File: src/fas_params.svh
// constants of the flash access and security block
// What this block does
// - code array fills lowest 62 kB of space
// - strap low at reset enters serial download
// - parallel ports carry address, data, strobe, operation
// - code array read-only outside user download
// - user download rewrites lower 56 kB only
// - upper 6 kB writable only by programmers
// - bootload option starts execution at E000H
// - lock rejects parallel writes, allows reads
// - secure blocks parallel access, external code reads
// - secure blocks data array from external code
// - code erase by programmers clears lock, secure
// - serial safe turns strap reset into normal
// - only parallel code erase clears serial safe
// - three security bits are independent
// - data array is 1024 four-byte pages
// - four data bytes, address pair select page
// - command register takes nine commands
// - command targets data or user code region
// - read page, write page or code block
// - erase page or whole array or region
// - verify leaves zero on match, else nonzero
// - F0H targets code, 0FH targets data
`ifndef FAS_PARAMS_SVH
`define FAS_PARAMS_SVH

// address map
`define FAS_CODE_TOP   16'hf800
`define FAS_USER_TOP   16'he000
`define FAS_DATA_TOP   16'h1000
`define FAS_BOOT_VEC   16'he000
`define FAS_RST_VEC    16'h0000

// register port offsets
`define FAS_OFS_CMD    3'h0
`define FAS_OFS_BYTE1  3'h1
`define FAS_OFS_BYTE2  3'h2
`define FAS_OFS_BYTE3  3'h3
`define FAS_OFS_BYTE4  3'h4
`define FAS_OFS_ADRL   3'h5
`define FAS_OFS_ADRH   3'h6
`define FAS_OFS_STAT   3'h7

// command codes
`define FAS_CMD_RDPAGE 8'h01
`define FAS_CMD_WRPAGE 8'h02
`define FAS_CMD_VERIFY 8'h04
`define FAS_CMD_ERPAGE 8'h05
`define FAS_CMD_ERALL  8'h06
`define FAS_CMD_RDBYTE 8'h81
`define FAS_CMD_WRBYTE 8'h82
`define FAS_CMD_TODATA 8'h0f
`define FAS_CMD_TOCODE 8'hf0
`define FAS_VERIFY_OK  8'h00

// programmer operations, parallel and serial alike
`define FAS_OP_READ    2'h0
`define FAS_OP_PROG    2'h1
`define FAS_OP_ERASE   2'h2
`define FAS_OP_SEC     2'h3

// reset and start-up
`define FAS_INIT_CYC   2'h3
`define FAS_SYNC_W     5
`define FAS_SYNC_RST   5'h01

`endif

File: src/fas_pkg.sv
// types of the flash access and security block
`include "fas_params.svh"
package fas_pkg;

   typedef enum logic [2:0] {
      FAS_S_INIT = 3'b001,
      FAS_S_IDLE = 3'b010,
      FAS_S_BUSY = 3'b100
   } fas_state_t;

   typedef enum logic [2:0] {
      FAS_FM_READ     = 3'h0,
      FAS_FM_WRITE    = 3'h1,
      FAS_FM_WRITE256 = 3'h2,
      FAS_FM_ERASE    = 3'h3,
      FAS_FM_ARRAY_ERASE_CMD = 3'h4,
      FAS_FM_CFG      = 3'h5
   } fas_fm_op_t;

   typedef enum logic [1:0] {
      FAS_SRC_CORE = 2'h0,
      FAS_SRC_SDL  = 2'h1,
      FAS_SRC_PP   = 2'h2
   } fas_src_t;

   typedef struct packed {
      logic lock;
      logic secure;
      logic safe;
      logic boot;
   } fas_sec_t;

   typedef struct packed {
      logic        req;
      fas_fm_op_t  op;
      logic        code;
      logic [15:0] addr;
      logic [3:0]  ben;
      logic [31:0] wdata;
   } fas_fm_req_t;

   typedef struct packed {
      fas_state_t      state;
      fas_src_t        src;
      logic            hold;
      logic [1:0]      init_cnt;
      logic [7:0]      cmd;
      logic [3:0][7:0] page;
      logic [7:0]      adrl;
      logic [7:0]      adrh;
      logic            user_download_mode;
      logic            sdl_mode;
      fas_sec_t        sec;
      logic [15:0]     vec;
      fas_fm_req_t     fm;
      logic [7:0]      rdata;
      logic            code_int;
      logic            code_deny;
      logic            sdl_ack;
      logic [7:0]      sdl_rdata;
      logic [7:0]      pp_d;
      logic            pp_oe;
      logic            strobe;
   } fas_st_t;

   typedef struct packed {
      logic [`FAS_SYNC_W-1:0] a;
      logic [`FAS_SYNC_W-1:0] b;
      logic [`FAS_SYNC_W-1:0] c;
      logic [`FAS_SYNC_W-1:0] o;
   } fas_sync_st_t;

endpackage

File: src/fas_ctrl.sv
// flash access controller: command register, download modes, security
//
// Design decisions made here: the address map and strobed register access.
`timescale 1ns/1ps
`include "fas_params.svh"
module fas_ctrl
(
   // clock and reset
   input  wire logic                  mclk,
   input  wire logic                  rst_b,
   // register port
   input  wire logic [2:0]            reg_addr,
   input  wire logic [7:0]            reg_wdata,
   input  wire logic                  reg_wr,
   input  wire logic                  reg_rd,
   output wire logic [7:0]            reg_rdata,
   // core code reads and start-up
   input  wire logic                  cpu_cread,
   input  wire logic [15:0]           cpu_caddr,
   input  wire logic                  cpu_ext_exec,
   output wire logic                  code_int,
   output wire logic                  code_deny,
   output wire logic [15:0]           reset_vector,
   output wire logic                  core_hold,
   // serial download
   input  wire logic                  download_strap_pin,
   output wire logic                  sdl_mode,
   input  wire logic                  sdl_req,
   input  wire logic [1:0]            sdl_op,
   input  wire logic [15:0]           sdl_addr,
   input  wire logic [7:0]            sdl_data,
   output wire logic                  sdl_ack,
   output wire logic [7:0]            sdl_rdata,
   // parallel programming pins
   input  wire logic                  pp_mode,
   input  wire logic                  pp_strobe,
   input  wire logic [1:0]            pp_cfg,
   input  wire logic [15:0]           pp_addr,
   input  wire logic [7:0]            pp_d_i,
   output wire logic [7:0]            pp_d_o,
   output wire logic                  pp_d_oe,
   // flash array macro
   input  wire fas_pkg::fas_sec_t     nv_sec,
   output wire fas_pkg::fas_fm_req_t  fm,
   input  wire logic                  fm_done,
   input  wire logic [31:0]           fm_rdata
);
   import fas_pkg::*;

   fas_st_t     st_q;
   fas_st_t     st_d;
   fas_fm_req_t rq;
   logic [4:0]  pin_s;
   logic [7:0]  rbyte;
   logic [15:0] code_a;
   logic [15:0] page_a;
   logic [15:0] byte_a;
   logic        pp_on;
   logic        pp_edge;
   logic        dat_blk;
   logic        ok;

   // mode, strobe, operation and strap pins go through the filter; programmer address and data do not
   fas_sync3 u_sync
   (
      .mclk  (mclk),
      .rst_b (rst_b),
      .pin_a ({pp_cfg, pp_strobe, pp_mode, download_strap_pin}),
      .pin_s (pin_s)
   );

   always_comb
   begin
      st_d    = st_q;
      rq      = '0;
      ok      = 1'b0;
      rbyte   = fm_rdata[{st_q.fm.addr[1:0], 3'b000} +: 8];
      code_a  = {st_q.adrh, st_q.adrl};
      page_a  = {4'h0, st_q.adrh[1:0], st_q.adrl, 2'b00};
      byte_a  = {4'h0, st_q.adrh[3:0], st_q.adrl};
      pp_on   = pin_s[1];
      pp_edge = pin_s[2] & ~st_q.strobe;
      // data array closed to code running from outside while secure is set
      dat_blk = st_q.sec.secure & cpu_ext_exec;

      st_d.strobe   = pin_s[2];
      st_d.fm.req   = 1'b0;
      st_d.sdl_ack  = 1'b0;
      st_d.rdata    = 8'h00;

      // core code reads: decode and security gate
      st_d.code_int  = cpu_caddr < `FAS_CODE_TOP;
      st_d.code_deny = cpu_cread & cpu_ext_exec & st_q.sec.secure
                       & (cpu_caddr < `FAS_CODE_TOP);

      // release the data bus as soon as the programmer stops reading
      if (!pp_on || pin_s[4:3] != `FAS_OP_READ || pp_edge)
      begin
         st_d.pp_oe = 1'b0;
      end

      if (reg_rd)
      begin
         unique case (reg_addr)
            `FAS_OFS_CMD:   st_d.rdata = st_q.cmd;
            `FAS_OFS_BYTE1: st_d.rdata = st_q.page[0];
            `FAS_OFS_BYTE2: st_d.rdata = st_q.page[1];
            `FAS_OFS_BYTE3: st_d.rdata = st_q.page[2];
            `FAS_OFS_BYTE4: st_d.rdata = st_q.page[3];
            `FAS_OFS_ADRL:  st_d.rdata = st_q.adrl;
            `FAS_OFS_ADRH:  st_d.rdata = st_q.adrh;
            `FAS_OFS_STAT:  st_d.rdata = {st_q.state == FAS_S_BUSY, st_q.sec.boot,
                                          st_q.sec.safe, st_q.sec.secure, st_q.sec.lock,
                                          st_q.sdl_mode, st_q.user_download_mode, 1'b0};
         endcase
      end

      // data and address registers; a completing read may overwrite the data bytes
      if (reg_wr)
      begin
         unique case (reg_addr)
            `FAS_OFS_BYTE1: st_d.page[0] = reg_wdata;
            `FAS_OFS_BYTE2: st_d.page[1] = reg_wdata;
            `FAS_OFS_BYTE3: st_d.page[2] = reg_wdata;
            `FAS_OFS_BYTE4: st_d.page[3] = reg_wdata;
            `FAS_OFS_ADRL:  st_d.adrl    = reg_wdata;
            `FAS_OFS_ADRH:  st_d.adrh    = reg_wdata;
            `FAS_OFS_CMD,
            `FAS_OFS_STAT:  ;
         endcase
      end

      unique case (st_q.state)
         FAS_S_INIT:
         begin
            // wait for the strap filter to settle, then take the straps
            st_d.init_cnt = st_q.init_cnt + 2'd1;
            if (st_q.init_cnt == `FAS_INIT_CYC)
            begin
               st_d.state    = FAS_S_IDLE;
               st_d.hold     = 1'b0;
               st_d.sec      = nv_sec;
               st_d.sdl_mode = ~pin_s[0] & ~nv_sec.safe;
               st_d.vec      = nv_sec.boot ? `FAS_BOOT_VEC : `FAS_RST_VEC;
            end
         end

         FAS_S_IDLE:
         begin
            if (reg_wr && reg_addr == `FAS_OFS_CMD)
            begin
               rq.code = st_q.user_download_mode;
               st_d.src = FAS_SRC_CORE;
               // unlisted codes and refused commands leave everything alone
               case (reg_wdata)
                  `FAS_CMD_RDPAGE, `FAS_CMD_VERIFY:
                  begin
                     // code array is read by instruction fetch, not here
                     ok      = ~st_q.user_download_mode & ~dat_blk;
                     rq.op   = FAS_FM_READ;
                     rq.addr = page_a;
                  end
                  `FAS_CMD_RDBYTE:
                  begin
                     ok      = ~st_q.user_download_mode & ~dat_blk;
                     rq.op   = FAS_FM_READ;
                     rq.addr = byte_a;
                  end
                  `FAS_CMD_WRPAGE:
                  begin
                     if (st_q.user_download_mode)
                     begin
                        // whole 256-byte block from XRAM, user region only
                        ok      = code_a < `FAS_USER_TOP;
                        rq.op   = FAS_FM_WRITE256;
                        rq.addr = {st_q.adrh, 8'h00};
                     end
                     else
                     begin
                        ok       = ~dat_blk;
                        rq.op    = FAS_FM_WRITE;
                        rq.addr  = page_a;
                        rq.ben   = 4'hf;
                        rq.wdata = st_q.page;
                     end
                  end
                  `FAS_CMD_WRBYTE:
                  begin
                     ok       = st_q.user_download_mode ? (code_a < `FAS_USER_TOP) : ~dat_blk;
                     rq.op    = FAS_FM_WRITE;
                     rq.addr  = st_q.user_download_mode ? code_a : byte_a;
                     rq.ben   = 4'b0001 << rq.addr[1:0];
                     rq.wdata = {4{st_q.page[0]}};
                  end
                  `FAS_CMD_ERPAGE:
                  begin
                     // a code page is 64 bytes, a data page four
                     ok      = st_q.user_download_mode ? (code_a < `FAS_USER_TOP) : ~dat_blk;
                     rq.op   = FAS_FM_ERASE;
                     rq.addr = st_q.user_download_mode ? {st_q.adrh, st_q.adrl[7:6], 6'h00} : page_a;
                  end
                  `FAS_CMD_ERALL:
                  begin
                     // erase covers everything below addr
                     ok      = st_q.user_download_mode | ~dat_blk;
                     rq.op   = FAS_FM_ARRAY_ERASE_CMD;
                     rq.addr = st_q.user_download_mode ? `FAS_USER_TOP : `FAS_DATA_TOP;
                  end
                  `FAS_CMD_TODATA:
                  begin
                     st_d.user_download_mode = 1'b0;
                     st_d.cmd   = reg_wdata;
                  end
                  `FAS_CMD_TOCODE:
                  begin
                     st_d.user_download_mode = 1'b1;
                     st_d.cmd   = reg_wdata;
                  end
                  default: ;
               endcase
               if (ok)
               begin
                  st_d.cmd = reg_wdata;
               end
            end
            else if (st_q.sdl_mode && sdl_req)
            begin
               // serial loader reaches the whole code array
               rq.code  = 1'b1;
               rq.addr  = sdl_addr;
               st_d.src = FAS_SRC_SDL;
               unique case (sdl_op)
                  `FAS_OP_READ:
                  begin
                     ok    = 1'b1;
                     rq.op = FAS_FM_READ;
                  end
                  `FAS_OP_PROG:
                  begin
                     ok       = sdl_addr < `FAS_CODE_TOP;
                     rq.op    = FAS_FM_WRITE;
                     rq.ben   = 4'b0001 << sdl_addr[1:0];
                     rq.wdata = {4{sdl_data}};
                  end
                  `FAS_OP_ERASE:
                  begin
                     // serial erase leaves serial safe alone
                     ok              = 1'b1;
                     rq.op           = FAS_FM_ARRAY_ERASE_CMD;
                     rq.addr         = `FAS_CODE_TOP;
                     st_d.sec.lock   = 1'b0;
                     st_d.sec.secure = 1'b0;
                  end
                  `FAS_OP_SEC:
                  begin
                     // security bits are set here by OR, never cleared; only an erase clears them
                     ok       = 1'b1;
                     st_d.sec = st_q.sec | fas_sec_t'(sdl_data[3:0]);
                     rq.op    = FAS_FM_CFG;
                     rq.wdata = {28'h0000000, st_d.sec};
                  end
               endcase
               st_d.sdl_ack = ~ok;
            end
            else if (pp_on && pp_edge)
            begin
               // parallel bus taken on the filtered strobe edge
               rq.code  = 1'b1;
               rq.addr  = pp_addr;
               st_d.src = FAS_SRC_PP;
               unique case (pin_s[4:3])
                  `FAS_OP_READ:
                  begin
                     ok    = ~st_q.sec.secure;
                     rq.op = FAS_FM_READ;
                  end
                  `FAS_OP_PROG:
                  begin
                     ok       = ~st_q.sec.lock & ~st_q.sec.secure
                                & (pp_addr < `FAS_CODE_TOP);
                     rq.op    = FAS_FM_WRITE;
                     rq.ben   = 4'b0001 << pp_addr[1:0];
                     rq.wdata = {4{pp_d_i}};
                  end
                  `FAS_OP_ERASE:
                  begin
                     ok       = 1'b1;
                     rq.op    = FAS_FM_ARRAY_ERASE_CMD;
                     rq.addr  = `FAS_CODE_TOP;
                     st_d.sec = '0;
                  end
                  `FAS_OP_SEC:
                  begin
                     ok       = 1'b1;
                     st_d.sec = st_q.sec | fas_sec_t'(pp_d_i[3:0]);
                     rq.op    = FAS_FM_CFG;
                     rq.wdata = {28'h0000000, st_d.sec};
                  end
               endcase
            end
            if (ok)
            begin
               st_d.fm     = rq;
               st_d.fm.req = 1'b1;
               st_d.state  = FAS_S_BUSY;
            end
         end

         FAS_S_BUSY:
         begin
            // one operation at a time; the macro answers with fm_done
            if (fm_done)
            begin
               st_d.state = FAS_S_IDLE;
               unique case (st_q.src)
                  FAS_SRC_CORE:
                  begin
                     if (st_q.cmd == `FAS_CMD_RDPAGE)
                     begin
                        st_d.page = fm_rdata;
                     end
                     else if (st_q.cmd == `FAS_CMD_RDBYTE)
                     begin
                        st_d.page[0] = rbyte;
                     end
                     else if (st_q.cmd == `FAS_CMD_VERIFY && fm_rdata == st_q.page)
                     begin
                        // a mismatch keeps the nonzero command code
                        st_d.cmd = `FAS_VERIFY_OK;
                     end
                  end
                  FAS_SRC_SDL:
                  begin
                     st_d.sdl_ack   = 1'b1;
                     st_d.sdl_rdata = rbyte;
                  end
                  FAS_SRC_PP:
                  begin
                     if (st_q.fm.op == FAS_FM_READ && pp_on
                         && pin_s[4:3] == `FAS_OP_READ)
                     begin
                        st_d.pp_d  = rbyte;
                        st_d.pp_oe = 1'b1;
                     end
                  end
                  default: ;
               endcase
            end
         end
      endcase
   end

   always_ff @(posedge mclk)
   begin
      if (!rst_b)
      begin
         st_q       <= '0;
         st_q.state <= FAS_S_INIT;
         st_q.hold  <= 1'b1;
         st_q.vec   <= `FAS_RST_VEC;
      end
      else
      begin
         st_q <= st_d;
      end
   end

   assign reg_rdata    = st_q.rdata;
   assign code_int     = st_q.code_int;
   assign code_deny    = st_q.code_deny;
   assign reset_vector = st_q.vec;
   assign core_hold    = st_q.hold;
   assign sdl_mode     = st_q.sdl_mode;
   assign sdl_ack      = st_q.sdl_ack;
   assign sdl_rdata    = st_q.sdl_rdata;
   assign pp_d_o       = st_q.pp_d;
   assign pp_d_oe      = st_q.pp_oe;
   assign fm           = st_q.fm;

endmodule // fas_ctrl

File: src/fas_sync3.sv
// three-stage pin synchroniser with agreement filter
`timescale 1ns/1ps
`include "fas_params.svh"
module fas_sync3
(
   // clock and reset
   input  wire logic                   mclk,
   input  wire logic                   rst_b,
   // pins and their clean copies
   input  wire logic [`FAS_SYNC_W-1:0] pin_a,
   output wire logic [`FAS_SYNC_W-1:0] pin_s
);
   import fas_pkg::*;

   fas_sync_st_t st_q;
   fas_sync_st_t st_d;
   logic [`FAS_SYNC_W-1:0] agree;

   // first stage feeds only the second; a bit moves once b and c agree
   always_comb
   begin
      st_d   = st_q;
      agree  = ~(st_q.b ^ st_q.c);
      st_d.a = pin_a;
      st_d.b = st_q.a;
      st_d.c = st_q.b;
      st_d.o = (agree & st_q.c) | (~agree & st_q.o);
   end

   always_ff @(posedge mclk)
   begin
      // stages run on in reset, so a strap held low is settled at release
      st_q <= st_d;
      if (!rst_b)
      begin
         st_q.o <= `FAS_SYNC_RST;
      end
   end

   assign pin_s = st_q.o;

endmodule // fas_sync3

File: config.mk
export PLATFORM = sky130hd
export DESIGN_NAME = fas_ctrl
export DESIGN_NICKNAME = d
export VERILOG_FILES = /design/src/fas_pkg.sv /design/src/fas_ctrl.sv /design/src/fas_sync3.sv
export VERILOG_INCLUDE_DIRS = /design/src
export SDC_FILE = /design/constraint.sdc
export NUM_CORES = 1
export LEC_CHECK = 0
export ABC_AREA = 1
export BUFFER_PORTS_ARGS = -buffer_cell sky130_fd_sc_hd__clkbuf_2
export CAP_MARGIN = 15
export CORE_ASPECT_RATIO = 2
export CORE_UTILIZATION = 40
export CTS_BUF_LIST = sky130_fd_sc_hd__clkbuf_16
export CTS_CLUSTER_SIZE = 14
export DETAILED_ROUTE_END_ITERATION = 8
export PLACE_DENSITY = 0.65
export SLEW_MARGIN = 10
export SYNTH_ARGS = -nofsm -noshare
export SYNTH_HDL_FRONTEND = slang
export SYNTH_SLANG_ARGS = --single-unit
File: constraint.sdc
create_clock -name mclk -period 2.1 [get_ports mclk]
set_input_delay 0.21 -clock mclk [delete_from_list [all_inputs] [get_ports mclk]]
set_output_delay 0.21 -clock mclk [all_outputs]
set_load 0.05 [all_outputs]
Word-level counts from Yosys, hierarchy flattened. Index checks and enable logic that the tools add are counted.

Latch bits: 0. Output and inout bits: 103. Memories kept: 0. Memory bits (writable): 0. Input bits: 126. Flip-flop bits (word level): 192. Memory bits (read-only): 0.

Bitwise logic cells: 26. Reductions and logical operators: 39. Multiply operators: 0. Shift-type cells: 4. Multiplexer cells: 81. Add/sub/neg operators: 1. Magnitude comparators: 4. Equal/unequal tests: 46. Div/mod/pow operators: 0.

Operators by type and width (number): 56-bit 2-to-1 mux (3); 32-bit case mux with 2 select lines (2); 16-bit 2-to-1 mux (7); 8-bit 2-to-1 mux (14); 16-bit case mux with 6 select lines (1); 40-bit 2-to-1 mux (2); 36-bit case mux with 2 select lines (1); 16-bit less-than comparator (second input constant) (4); 8-bit case mux with 8 select lines (1); 57-bit 2-to-1 mux (1); 48-bit 2-to-1 mux (1); 36-bit 2-to-1 mux (1); 3-bit case mux with 4 select lines (3); 32-bit equality test (1); 8-bit by 3-bit equality test with 1-bit output (second input constant) (4); 8-bit equality test (second input constant) (4); 32-bit 2-to-1 mux (1); 32-bit by 6-bit indexed part select with 8-bit output (1); 9-bit 2-to-1 mux (3); 24-bit 2-to-1 mux (1); 20-bit 2-to-1 mux (1); 4-bit 2-to-1 mux (5); 18-bit 2-to-1 mux (1); 8-bit by 1-bit equality test with 1-bit output (second input constant) (2); other kinds (45) (136).

Depth between registers and ports, before layout. Gate-level depths: netlist of run 1.

Depth in word-level cells: 11. Gate-level depth with buffers: 15. Depth with buffers taken out: 14.

Modules after synthesis. Synthesis of run 1 repeated with hierarchy kept, for this count alone.

Cell total of the unflattened synthesis: 1661. Area, all modules: 10596.4 um^2.

Modules (own cells, without submodules): fas_ctrl (area each 10087.2 um^2, cells an instance 1621, sequential area each 3143.0 um^2, instances 1); fas_sync3 (area each 509.2 um^2, cells an instance 40, sequential area each 400.4 um^2, instances 1).

Worst setup path before layout of run 1. OpenSTA, ideal clock, no wires.

Path type: reg2reg. From: register st_q, in the netlist sdl_mode. To: register st_q, in the netlist fm[0]. Buffers on the path: 2. Stages on the path, launching flop included: 10. Clock period less this slack: 1.981 ns. Data required time: 2.036 ns. Setup slack: 0.119 ns. Data arrival time: 1.917 ns. Cell sequence: dfxtp_1 > nand2_1 > nor3_1 > nand2_1 > and3_2 > nand3_2 > buf_6 > buf_2 > nor2_1 > nor2_1.

Longest elaborated chain between the ends: 5. Elaborated cells on any way between the ends: 7. Classes of those cells: mux: 5; reduce/logical: 2.

Ends and longest elaborated chain: start, declared (line fas_ctrl.sv:50) `fas_st_t st_q;`; start signal, assigned (line fas_ctrl.sv:364) `st_q <= st_d;`; 1-bit logical AND * (line fas_ctrl.sv:226) `else if (st_q.sdl_mode && sdl_req)`; 1-bit 2-to-1 mux (line fas_ctrl.sv:226); 1-bit 2-to-1 mux (line fas_ctrl.sv:150) `` if (reg_wr && reg_addr == `FAS_OFS_CMD) ``; 1-bit 2-to-1 mux (line fas_ctrl.sv:133) `unique case (st_q.state)`; 2-bit AND reduction (no line).

Mark *: on every way between the ends. The rest lies on a longest branch, timed or not. The select of a mux whose other input is x is not followed. A chain may end at the register's enable or synchronous reset.

Worst setup path in the final report of run 1.
From: register st_q[145] in the netlist's numbering. To: register st_q[156] in the netlist's numbering.

Longest elaborated chain between the ends: 4.

Ends and longest elaborated chain: 32-bit equality test (line fas_ctrl.sv:326) `` else if (st_q.cmd == `FAS_CMD_VERIFY && fm_rdata == st_q.page) ``; 1-bit logical AND (line fas_ctrl.sv:326); 2-bit by 1-bit != test with 1-bit output (no line); 8-bit AND reduction (no line).

Every way passes these cells.

==> flow_summary.yaml, run 1 <==
run_status:
  status: "finished, final reports clean"
die:
  die_area_mm2: 0.0269
  io_pins: 229
  fp-row-count: 83
  dieHeight_um: 231
  core_area_mm2: 0.0257
  start_util_pct: 40.9
  die_x_um: 116
clock_network:
  post_cts_buffers: 0
  h-tree-depth: 4
  numCtsBuffers: 17
  cts_buffer_depth: 2
  clock-sinks: 177
  cts_root_buf: "clkbuf_16"
  clk_latency_ns: 0.46
  cts_tree: "done"
  clkSlewWorstSetupHoldPaths_ns: 0.07
sta:
  tightestPinTransition_ns: 0.973
  hold_violations: 0
  final_max_slew_viol_count: 0
  clock-skew-final_ns: 0.0117
  setup_viol: 0
  fin_crit_sh_pct: 98.0
  slew_headroom_pct: 35.1
  layout_min_cycle_time_ns: 2.06
  rsz0062_at_grt: "no"
  setup_ws_ns: 0.0413
  clock.fmax_mhz: 486
worst_setup_path:
  cp_max_fo: 7
  path_delay_family: "simple AND/OR/NAND/NOR gates"
  worstPathCellList: "xnor2_1 -> nand2_1 -> nor2_1 -> nand2_1 -> nor2_1 -> nand3_1 -> nand2_1 -> nand2_1 -> nand2_1 -> nand2_1 -> nor2_1"
  cpPeakStageDelay_ns: 0.48
  crit_type: "register to register"
  slowest_stage: "xnor2_1"
  cp.buffers_inverters: 0
  worst_setup_path_start_kind: "register"
  end_kind: "register"
  critPathRequiredTime_ns: 2.49
  path_common_cell: "nand2_1"
  cp.arrival_ns: 2.45
logic_synthesis:
  syn_inst: 1626
  avgSynthCellArea_um2: 6.44
  ys.flop_type: "dfxtp_1"
  synth-edff-count: 0
  yosysWarnings: 0
  synth-seq-cells: 177
  synth_cell_type_count: 47
  synth_area_mm2: 0.0105
  synth_top_cell_area_share_pct: 33.8
  synth-seq-area-share_pct: 33.8
  async_flop_share_pct: 0
  yosys-top-cells-area: "dfxtp_1 (34%), nand2_1 (14%), nor2_1 (9.1%)"
  synth_top_cell_by_area: "dfxtp_1"
layout:
  design_area_mm2: 0.0124
  fin_cells: 2153
  drive_gt1_share_pct: 19.6
  nets: 1928
  n_antenna_cell: 0
  final_cell_mix: "nand2_1 (382), nor2_1 (254), clkbuf_2 (203), dfxtp_1 (177), inv_1 (160)"
  final_common_cell: "nand2_1"
  area_delta_synth_final_pct: 18.3
routing:
  wire_per_inst_um: 18.9
  vias_per_cell: 5.24
  route.detailed.drc: 0
  firstDrtPassIters: 6
  drt-total-wl_um: 40800
  ant_nets: 0
  vias: 11300
  drt_iter0_markers: 992
place:
  place_area_mm2: 0.0117
  dp_slack_ns: -0.0903
  dp.cells: 2115
  port_buffers: 204
  hpwl_um: 32100
  gp_congestion: 1.01
power_and_ir_drop:
  powerDensity_mw_per_mm2: 679
  ir_worst_vdd_mv: 0.519
  leakage_nw: 6.13
  total_power_mw: 8.42
grt:
  grt-ovfl-total: 0
  grt_max_degree: 52
  grtUsageTotal_pct: 30.9
  grt_pass1_wl_um: 60900
  grt_pass1_vias: 10800
  antenna_found_initial: 0
job:
  maxCapViolCount: 0
min_path:
  worstHoldPathType: "primary input to register"
-- timing repair --
| item | 4_1_cts | 5_1_grt |
|---|---|---|
| hold buffers | 7 | 0 |
| hold endpoints to repair | 7 | 0 |
| pin swaps | 0 | 1 |
| gates resized for setup | 1 | 6 |
| setup endpoints to repair | 6 | 49 |
-- per-layer routing --
metal | up-vias | part of all wire [%] | wire length (um) | track usage [%]
met1 | 5055 | 36 | 14500 | 32.0
met2 | 524 | 49 | 20000 | 53.2
met3 | 181 | 5.7 | 2330 | 4.57
met5 | - | 0 | 0 | 0
met4 | 0 | 9.6 | 3930 | 26.7
li1 | 5521 | - | - | -
-- stage by stage --
step	TNS (ns)	hold slack [ns]	utilization (%)
floorplan	0	0.238	-
global placement	-0.109	0.312	45.7
detailed placement	-0.319	0.313	45.7
CTS	0	0.00695	48.3
global route	0	0.0318	48.3
finish	0	0.0272	48.3
-- kinds of logic (layout without fill, tap and decap cells) --
kind of cell	after synthesis	count (layout)	synth area share [%]
DFF	177	177	33.8
other	1	13	0.0358
and+or+nand+nor	750	750	29.1
xor gates and xnor gates	25	25	2.09
AOI/OAI and AO/OA	331	331	18.5
muxes	1	1	0.0955
adders and majority gates	1	1	0.119
buffers and inverters	340	515	16.3
-- state kept, by name, indices dropped and copies added (netlist names), 5 cells and up, named ones only --
signal	cells
fm	57
st_q	53
byte_a	12
u_sync.st_d	10
pp_d_o	8
reg_rdata	8
sdl_rdata	8
u_sync.st_q	5
-- cells in the mapped netlist, types with 16 or more instances --
| cell | count |
|---|---|
| a31oi_1 | 20 |
| dfxtp_1 | 177 |
| nand2_1 | 383 |
| buf_2 | 19 |
| nor2_1 | 255 |
| xnor2_1 | 20 |
| buf_4 | 98 |
| clkbuf_1 | 42 |
| o21ai_0 | 145 |
| o22ai_1 | 19 |
| a21oi_1 | 75 |
| nand3_1 | 67 |
| nand4_1 | 17 |
| a32oi_1 | 16 |
| inv_1 | 159 |
-- final cells by class --
type                    count  area (um2)
clock inverters            14         165
fillers                  2739       13300
flip-flops and latches    177        3540
inverters                 172         646
clock buffers              17         425
well taps                 340         425
multi-input cells        1121        5300
repair buffers            312        1890
-- final timing paths --
path | startpoint | to | slack, ns | cells after the start
setup reg to reg | st_q[145] | st_q[156] | 0.04 | 11
setup / recovery | st_q[145] | st_q[156] | 0.04 | 11
hold reg to reg | u_sync.st_d[11] | u_sync.st_d[6] | 0.33 | 0
hold / removal | nv_sec[0] | reset_vector[14] | 0.03 | 3
-- power breakdown --
part | internal, mW | switching [mW] | total (mW)
Sequential | 3.52 | 0.138 | 3.66
Clock | 1.86 | 1.45 | 3.31
Combinational | 0.454 | 0.993 | 1.45
-- worst min-delay path, delay by kind of cell --
kind	cells	cell delay (ns)
and+or+nand+nor	1	0.07
AOI/OAI and AO/OA	1	0.06
buffers and inverters	1	0.10
Power figures use the tool's default switching activity.
==> inputs of run 2 (changes only) <==
--- a/config.mk
+++ b/config.mk
@@ -7,14 +7,14 @@
 export NUM_CORES = 1
 export LEC_CHECK = 0
 export ABC_AREA = 1
-export BUFFER_PORTS_ARGS = -buffer_cell sky130_fd_sc_hd__clkbuf_2
 export CAP_MARGIN = 15
 export CORE_ASPECT_RATIO = 2
 export CORE_UTILIZATION = 40
 export CTS_BUF_LIST = sky130_fd_sc_hd__clkbuf_16
 export CTS_CLUSTER_SIZE = 14
 export DETAILED_ROUTE_END_ITERATION = 8
-export PLACE_DENSITY = 0.65
+export DONT_BUFFER_PORTS = 1
+export PLACE_DENSITY = 0.57
 export SLEW_MARGIN = 10
 export SYNTH_ARGS = -nofsm -noshare
 export SYNTH_HDL_FRONTEND = slang
==> constraint.sdc (replaced) <==
create_clock -name mclk -period 1.9 [get_ports mclk]
set_input_delay 0.19 -clock mclk [delete_from_list [all_inputs] [get_ports mclk]]
set_output_delay 0.19 -clock mclk [all_outputs]
set_load 0.05 [all_outputs]
==> run 2 against run 1 <==
Compared with the run above:
- the flow now finishes with violations (negative hold slack)
- critical path depth decreased by 3
- sequential cell count unchanged
- worst hold slack got worse by 0.14 ns
- critical path type is now primary input to register
==> flow_summary.yaml, run 2 (synthesis results as in run 1) <==
worst_setup_path:
  cp.arrival_ns: 2.18
  ff2ff_setup_slack_ns: 0.11
  end_kind: "register"
  cp.buffers_inverters: 3
  reg2reg_from: "st_q[104]"
  crit_type: "primary input to register"
  cp_max_fo: 2
  r2r_end: "fm[17]"
  r2r_cells: 11
  slowest_stage: "dlygate4sd3_1"
  worstPathCellList: "dlygate4sd3_1 -> nand2_1 -> dlygate4sd3_1 -> nor2_1 -> nor2_1 -> nand2_1 -> nor2_1 -> dlygate4sd3_1"
  worst_setup_path_start_kind: "primary input"
  critPathRequiredTime_ns: 2.24
  cpPeakStageDelay_ns: 0.56
  path_delay_family: "buffers and inverters"
layout:
  drive_gt1_share_pct: 12.4
  final_cell_mix: "nand2_1 (381), nor2_1 (249), dfxtp_1 (172), inv_1 (159), o21ai_0 (145)"
  final_common_cell: "nand2_1"
  largest_reg_flops: 57
  area_delta_synth_final_pct: 19.4
  utilization_pct: 48.8
  nets: 1835
  n_antenna_cell: 0
routing:
  wire_per_inst_um: 20.5
  vias_per_cell: 5.36
  firstDrtPassIters: 6
  vias: 11000
  route.detailed.drc: 0
  ant_nets: 0
  drt-total-wl_um: 42300
  drt_iter0_markers: 828
sta:
  clock-skew-final_ns: 0.00998
  setup_ws_ns: 0.0590
  hold_violations: 46
  final_max_slew_viol_count: 0
  fin_tns_setup_ns: 0
  tightestPinTransition_ns: 0.667
  layout_min_cycle_time_ns: 1.84
  clock.fmax_mhz: 543
  setup_viol: 0
  slew_headroom_pct: 55.5
  fin_hold_ws_ns: -0.114
  fin_crit_sh_pct: 96.9
clock_network:
  numCtsBuffers: 17
  cts_tree: "done"
  clk_latency_ns: 0.46
  h-tree-depth: 4
  cts_root_buf: "clkbuf_16"
  clkSlewWorstSetupHoldPaths_ns: 0.07
  clock-sinks: 177
  cts_buffer_depth: 2
power_and_ir_drop:
  powerDensity_mw_per_mm2: 742
  ir_worst_vdd_mv: 0.580
  leakage_nw: 5.73
min_path:
  hp-start: "rst_b"
  hold_end: "fm[55]"
  whs_path_depth: 2
  worstHoldPathType: "primary input to register"
die:
  die_x_um: 116
  die_area_mm2: 0.0269
  core_area_mm2: 0.0257
  dieHeight_um: 231
  io_pins: 229
  start_util_pct: 40.9
  fp-row-count: 83
grt:
  antenna_found_initial: 0
  grt_pass1_vias: 10500
  grtUsageTotal_pct: 31.1
  grt_pass1_wl_um: 60000
  grt_max_degree: 132
  grt-ovfl-total: 0
place:
  port_buffers: 0
  hpwl_um: 31800
  dp_slack_ns: -0.187
  gp_congestion: 0.974
run_status:
  failed_checks: "negative hold slack"
  status: "complete, but fails checks"
job:
  maxCapViolCount: 0
-- run 2: cell count changes in the layout (fill, tap and decap cells not counted), moves of 3 or more --
cell | before | now
buf_12 | 3 | 6
dfxtp_1 | 177 | 172
dlygate4sd3_1 | 7 | 74
dfxtp_2 | 0 | 5
nor2_2 | 1 | 6
nor3_2 | 0 | 3
clkbuf_2 | 203 | 0
buf_4 | 99 | 131
buf_6 | 0 | 4
nor2_1 | 254 | 249
-- run 2: stage by stage --
stage | cell area, um2 | total power [mW] | instances
global placement | 11000 | 5.53 | 1948
CTS | 12300 | 9.30 | 2052
finish | 12500 | 9.29 | 2060
detailed placement | 11000 | 5.54 | 1948
global route | 12500 | 9.66 | 2060
floorplan | 10500 | 5.06 | 1638
-- run 2: metal layers --
metal,vias to the layer above,part of all wire (%),global-route usage [%],routed length (um)
li1,5340,-,-,-
met1,4984,33,30.4,14100
met2,532,50,54.2,21100
met3,181,6.9,6.35,2900
met4,0,9.8,27.0,4160
met5,-,0,0,0
-- run 2: worst register-to-register path: stages, from the launching register on --
cell and delay [ns]:
dfxtp_2 0.34, nand2_2 0.10, inv_1 0.06, nor2_2 0.09
o21bai_1 0.12, nand2_1 0.09, nand4_1 0.07, buf_4 0.19
nand3_4 0.19, clkbuf_16 0.24, nor2_1 0.13, nor2_1 0.06
-- run 2: power breakdown --
group	switching [mW]	internal [mW]	leakage, nW
clock	1.64	1.95	0.276
combinational	0.911	0.649	4.01
sequential	0.236	3.90	1.44
total	2.79	6.50	5.73
-- run 2: area by class of cell --
cell class	instances	area, um2
repair buffers	217	1940
clock inverters	14	155
multi-input cells	1123	5370
well taps	340	425
inverters	172	646
flip-flops and latches	177	3550
clock buffers	17	425
fillers	2667	13100
-- run 2: timing repair --
item | 4_1_cts | 5_1_grt
gates cloned | 0 | 6
pin swaps | 0 | 1
endpoints found under the hold margin | 147 | 104
setup buffers | 0 | 1
gates resized for setup | 2 | 20
setup endpoints to repair | 2 | 65
hold buffers | 73 | 1
-- run 2: worst max path at each step --
stage | to | cells after the start | startpoint | slack [ns]
after floorplan | fm[0] | 9 | sdl_mode | 0.13
after global placement | fm[17] | 10 | reg_addr[1] | -0.15
after detailed placement | fm[17] | 10 | reg_addr[1] | -0.19
after CTS | fm[16] | 11 | st_q[104] | 0.02
after global routing | st_q[104] | 10 | st_q[170] | -0.02
final | code_deny | 8 | cpu_caddr[14] | 0.06
==> inputs of run 3 (changes only) <==
--- a/config.mk
+++ b/config.mk
@@ -10,7 +10,7 @@
 export CAP_MARGIN = 15
 export CORE_ASPECT_RATIO = 2
 export CORE_UTILIZATION = 40
-export CTS_BUF_LIST = sky130_fd_sc_hd__clkbuf_16
+export CTS_BUF_LIST = sky130_fd_sc_hd__clkbuf_4
 export CTS_CLUSTER_SIZE = 14
 export DETAILED_ROUTE_END_ITERATION = 8
 export DONT_BUFFER_PORTS = 1
==> run 3 against run 2 <==
Compared with the run above:
- the flow finishes with violations (negative setup slack)
- design area grew 4.4%
- largest power group unchanged
- fmax shrank 5.7%
- critical path type unchanged
- count of clock-buffer cells in the layout is the same
- register-to-register slack lost 0.06 ns
- sequential power is essentially flat
- cell count grew 3.9%
- critical endpoint is now reg_rdata[1]
- sequential cell count is the same
- highest routed layer unchanged
- clock power shrank 36%
- critical path depth shrank 2
==> flow_summary.yaml, run 3 (synthesis results as in run 1) <==
worst_setup_path:
  cp_max_fo: 8
  cp.arrival_ns: 2.49
  cp.buffers_inverters: 3
  end_kind: "register"
  path_delay_family: "buffers and inverters"
  worst_setup_path_start_kind: "primary input"
  crit_type: "primary input to register"
  worstPathCellList: "dlygate4sd3_1 -> nor3_4 -> dlygate4sd3_1 -> buf_4 -> nand2_1 -> a41oi_1"
  r2r_end: "st_q[157]"
  ff2ff_setup_slack_ns: 0.05
  critPathRequiredTime_ns: 2.43
  r2r_cells: 11
  reg2reg_from: "st_q[154]"
  cpPeakStageDelay_ns: 0.68
  path_common_cell: "dlygate4sd3_1"
  slowest_stage: "dlygate4sd3_1"
routing:
  wl_met3_um: 2550
  wire_per_inst_um: 20.8
  vias: 11400
  drt_iter0_markers: 767
  drt-total-wl_um: 44500
  wl_met2_um: 22400
  route.detailed.drc: 0
  firstDrtPassIters: 6
  drt-met1-wl_um: 15300
  ant_nets: 0
  top_layer: "met4"
  vias_per_cell: 5.32
place:
  dp_slack_ns: -0.187
  dp.cells: 1948
  port_buffers: 0
  hpwl_um: 31800
  gp_congestion: 0.974
  place_area_mm2: 0.0110
layout:
  utilization_pct: 50.9
  area_delta_synth_final_pct: 24.6
  largest_reg_flops: 57
  final_common_cell: "nand2_1"
  final_cell_mix: "nand2_1 (379), nor2_1 (250), dfxtp_1 (173), inv_1 (158), o21ai_0 (145)"
  design_area_mm2: 0.0131
  fillers: 2626
  drive_gt1_share_pct: 12.5
  fin_cells: 2140
  nets: 1914
sta:
  slew_headroom_pct: 26.9
  hold_violations: 0
  fin_crit_sh_pct: 103
  final_max_slew_viol_count: 0
  clock-skew-final_ns: 0.0298
  rsz0062_at_grt: "yes"
  tightestPinTransition_ns: 1.09
  setup_viol: 2
  setup_ws_ns: -0.0522
  fin_tns_setup_ns: -0.0576
  layout_min_cycle_time_ns: 1.95
  fin_hold_ws_ns: 0.0255
  clock.fmax_mhz: 512
power_and_ir_drop:
  ir_worst_vdd_mv: 0.377
  total_power_mw: 8.23
  powerDensity_mw_per_mm2: 630
  leakage_nw: 6.05
min_path:
  worstHoldPathType: "primary input to register"
  hold_end: "byte_a[9]"
  whs_path_depth: 4
  hp-start: "rst_b"
clock_network:
  clkSlewWorstSetupHoldPaths_ns: 0.16
  cts_root_buf: "clkbuf_4"
  cts_tree: "done"
  clk_latency_ns: 0.66
  clock-sinks: 177
  h-tree-depth: 4
  cts_buffer_depth: 2
  numCtsBuffers: 17
die:
  die_area_mm2: 0.0269
  fp-row-count: 83
  start_util_pct: 40.9
  core_area_mm2: 0.0257
  io_pins: 229
  die_x_um: 116
  dieHeight_um: 231
run_status:
  failed_checks: "negative setup slack"
  status: "complete, but fails checks"
grt:
  grtUsageTotal_pct: 32.2
  grt_pass1_wl_um: 62400
  antenna_found_initial: 1
  grt-ovfl-total: 0
  grt_max_degree: 124
  grt_pass1_vias: 11000
job:
  maxCapViolCount: 0
run 3: worst min-delay path: stages:
cell	delay (ns)
buf_16	0.15
buf_12	0.17
o21ai_0	0.09
a21oi_1	0.04
run 3: power breakdown:
part           switching, mW  internal (mW)
sequential             0.237           3.90
combinational           1.04          0.760
clock                   1.50          0.794
total                   2.77           5.46
run 3: final cells by class:
class,count,area (um2),share of cell area (%)
multi-input combinational,1122,5370,41.1
sequential,177,3550,27.2
timing repair buffer,297,2780,21.3
inverter,172,649,4.97
tap,340,425,3.26
clock inverter,14,155,1.19
clock buffer,17,128,0.977
antenna,1,2.50,0.0192
run 3: worst max-delay path by stage:
| stage | endpoint | depth (start not counted) | start | slack (ns) |
|---|---|---|---|---|
| 6_report | reg_rdata[1] | 6 | reg_addr[2] | -0.05 |
| 5_1_grt | fm[24] | 11 | reg_addr[2] | -0.04 |
| 4_1_cts | fm[16] | 11 | st_q[104] | 0.01 |
| 3_5_place_dp | fm[17] | 10 | reg_addr[1] | -0.19 |
| 3_3_place_gp | fm[17] | 10 | reg_addr[1] | -0.15 |
| 2_1_floorplan | fm[0] | 9 | sdl_mode | 0.13 |
run 3: repair_timing:
item	CTS	global route
pin swaps	1	3
cloned	0	2
setup buffers	0	8
hold buffers	141	9
resized for setup	3	29
endpoints found under the hold margin	161	25
endpoints found under the setup margin	9	74
run 3: layer usage:
layer  vias to the layer above  track usage [%]
li1                       5504                -
met1                      5109             31.6
met2                       556             56.4
met3                       206             5.54
met4                         0             28.7
met5                         -                0
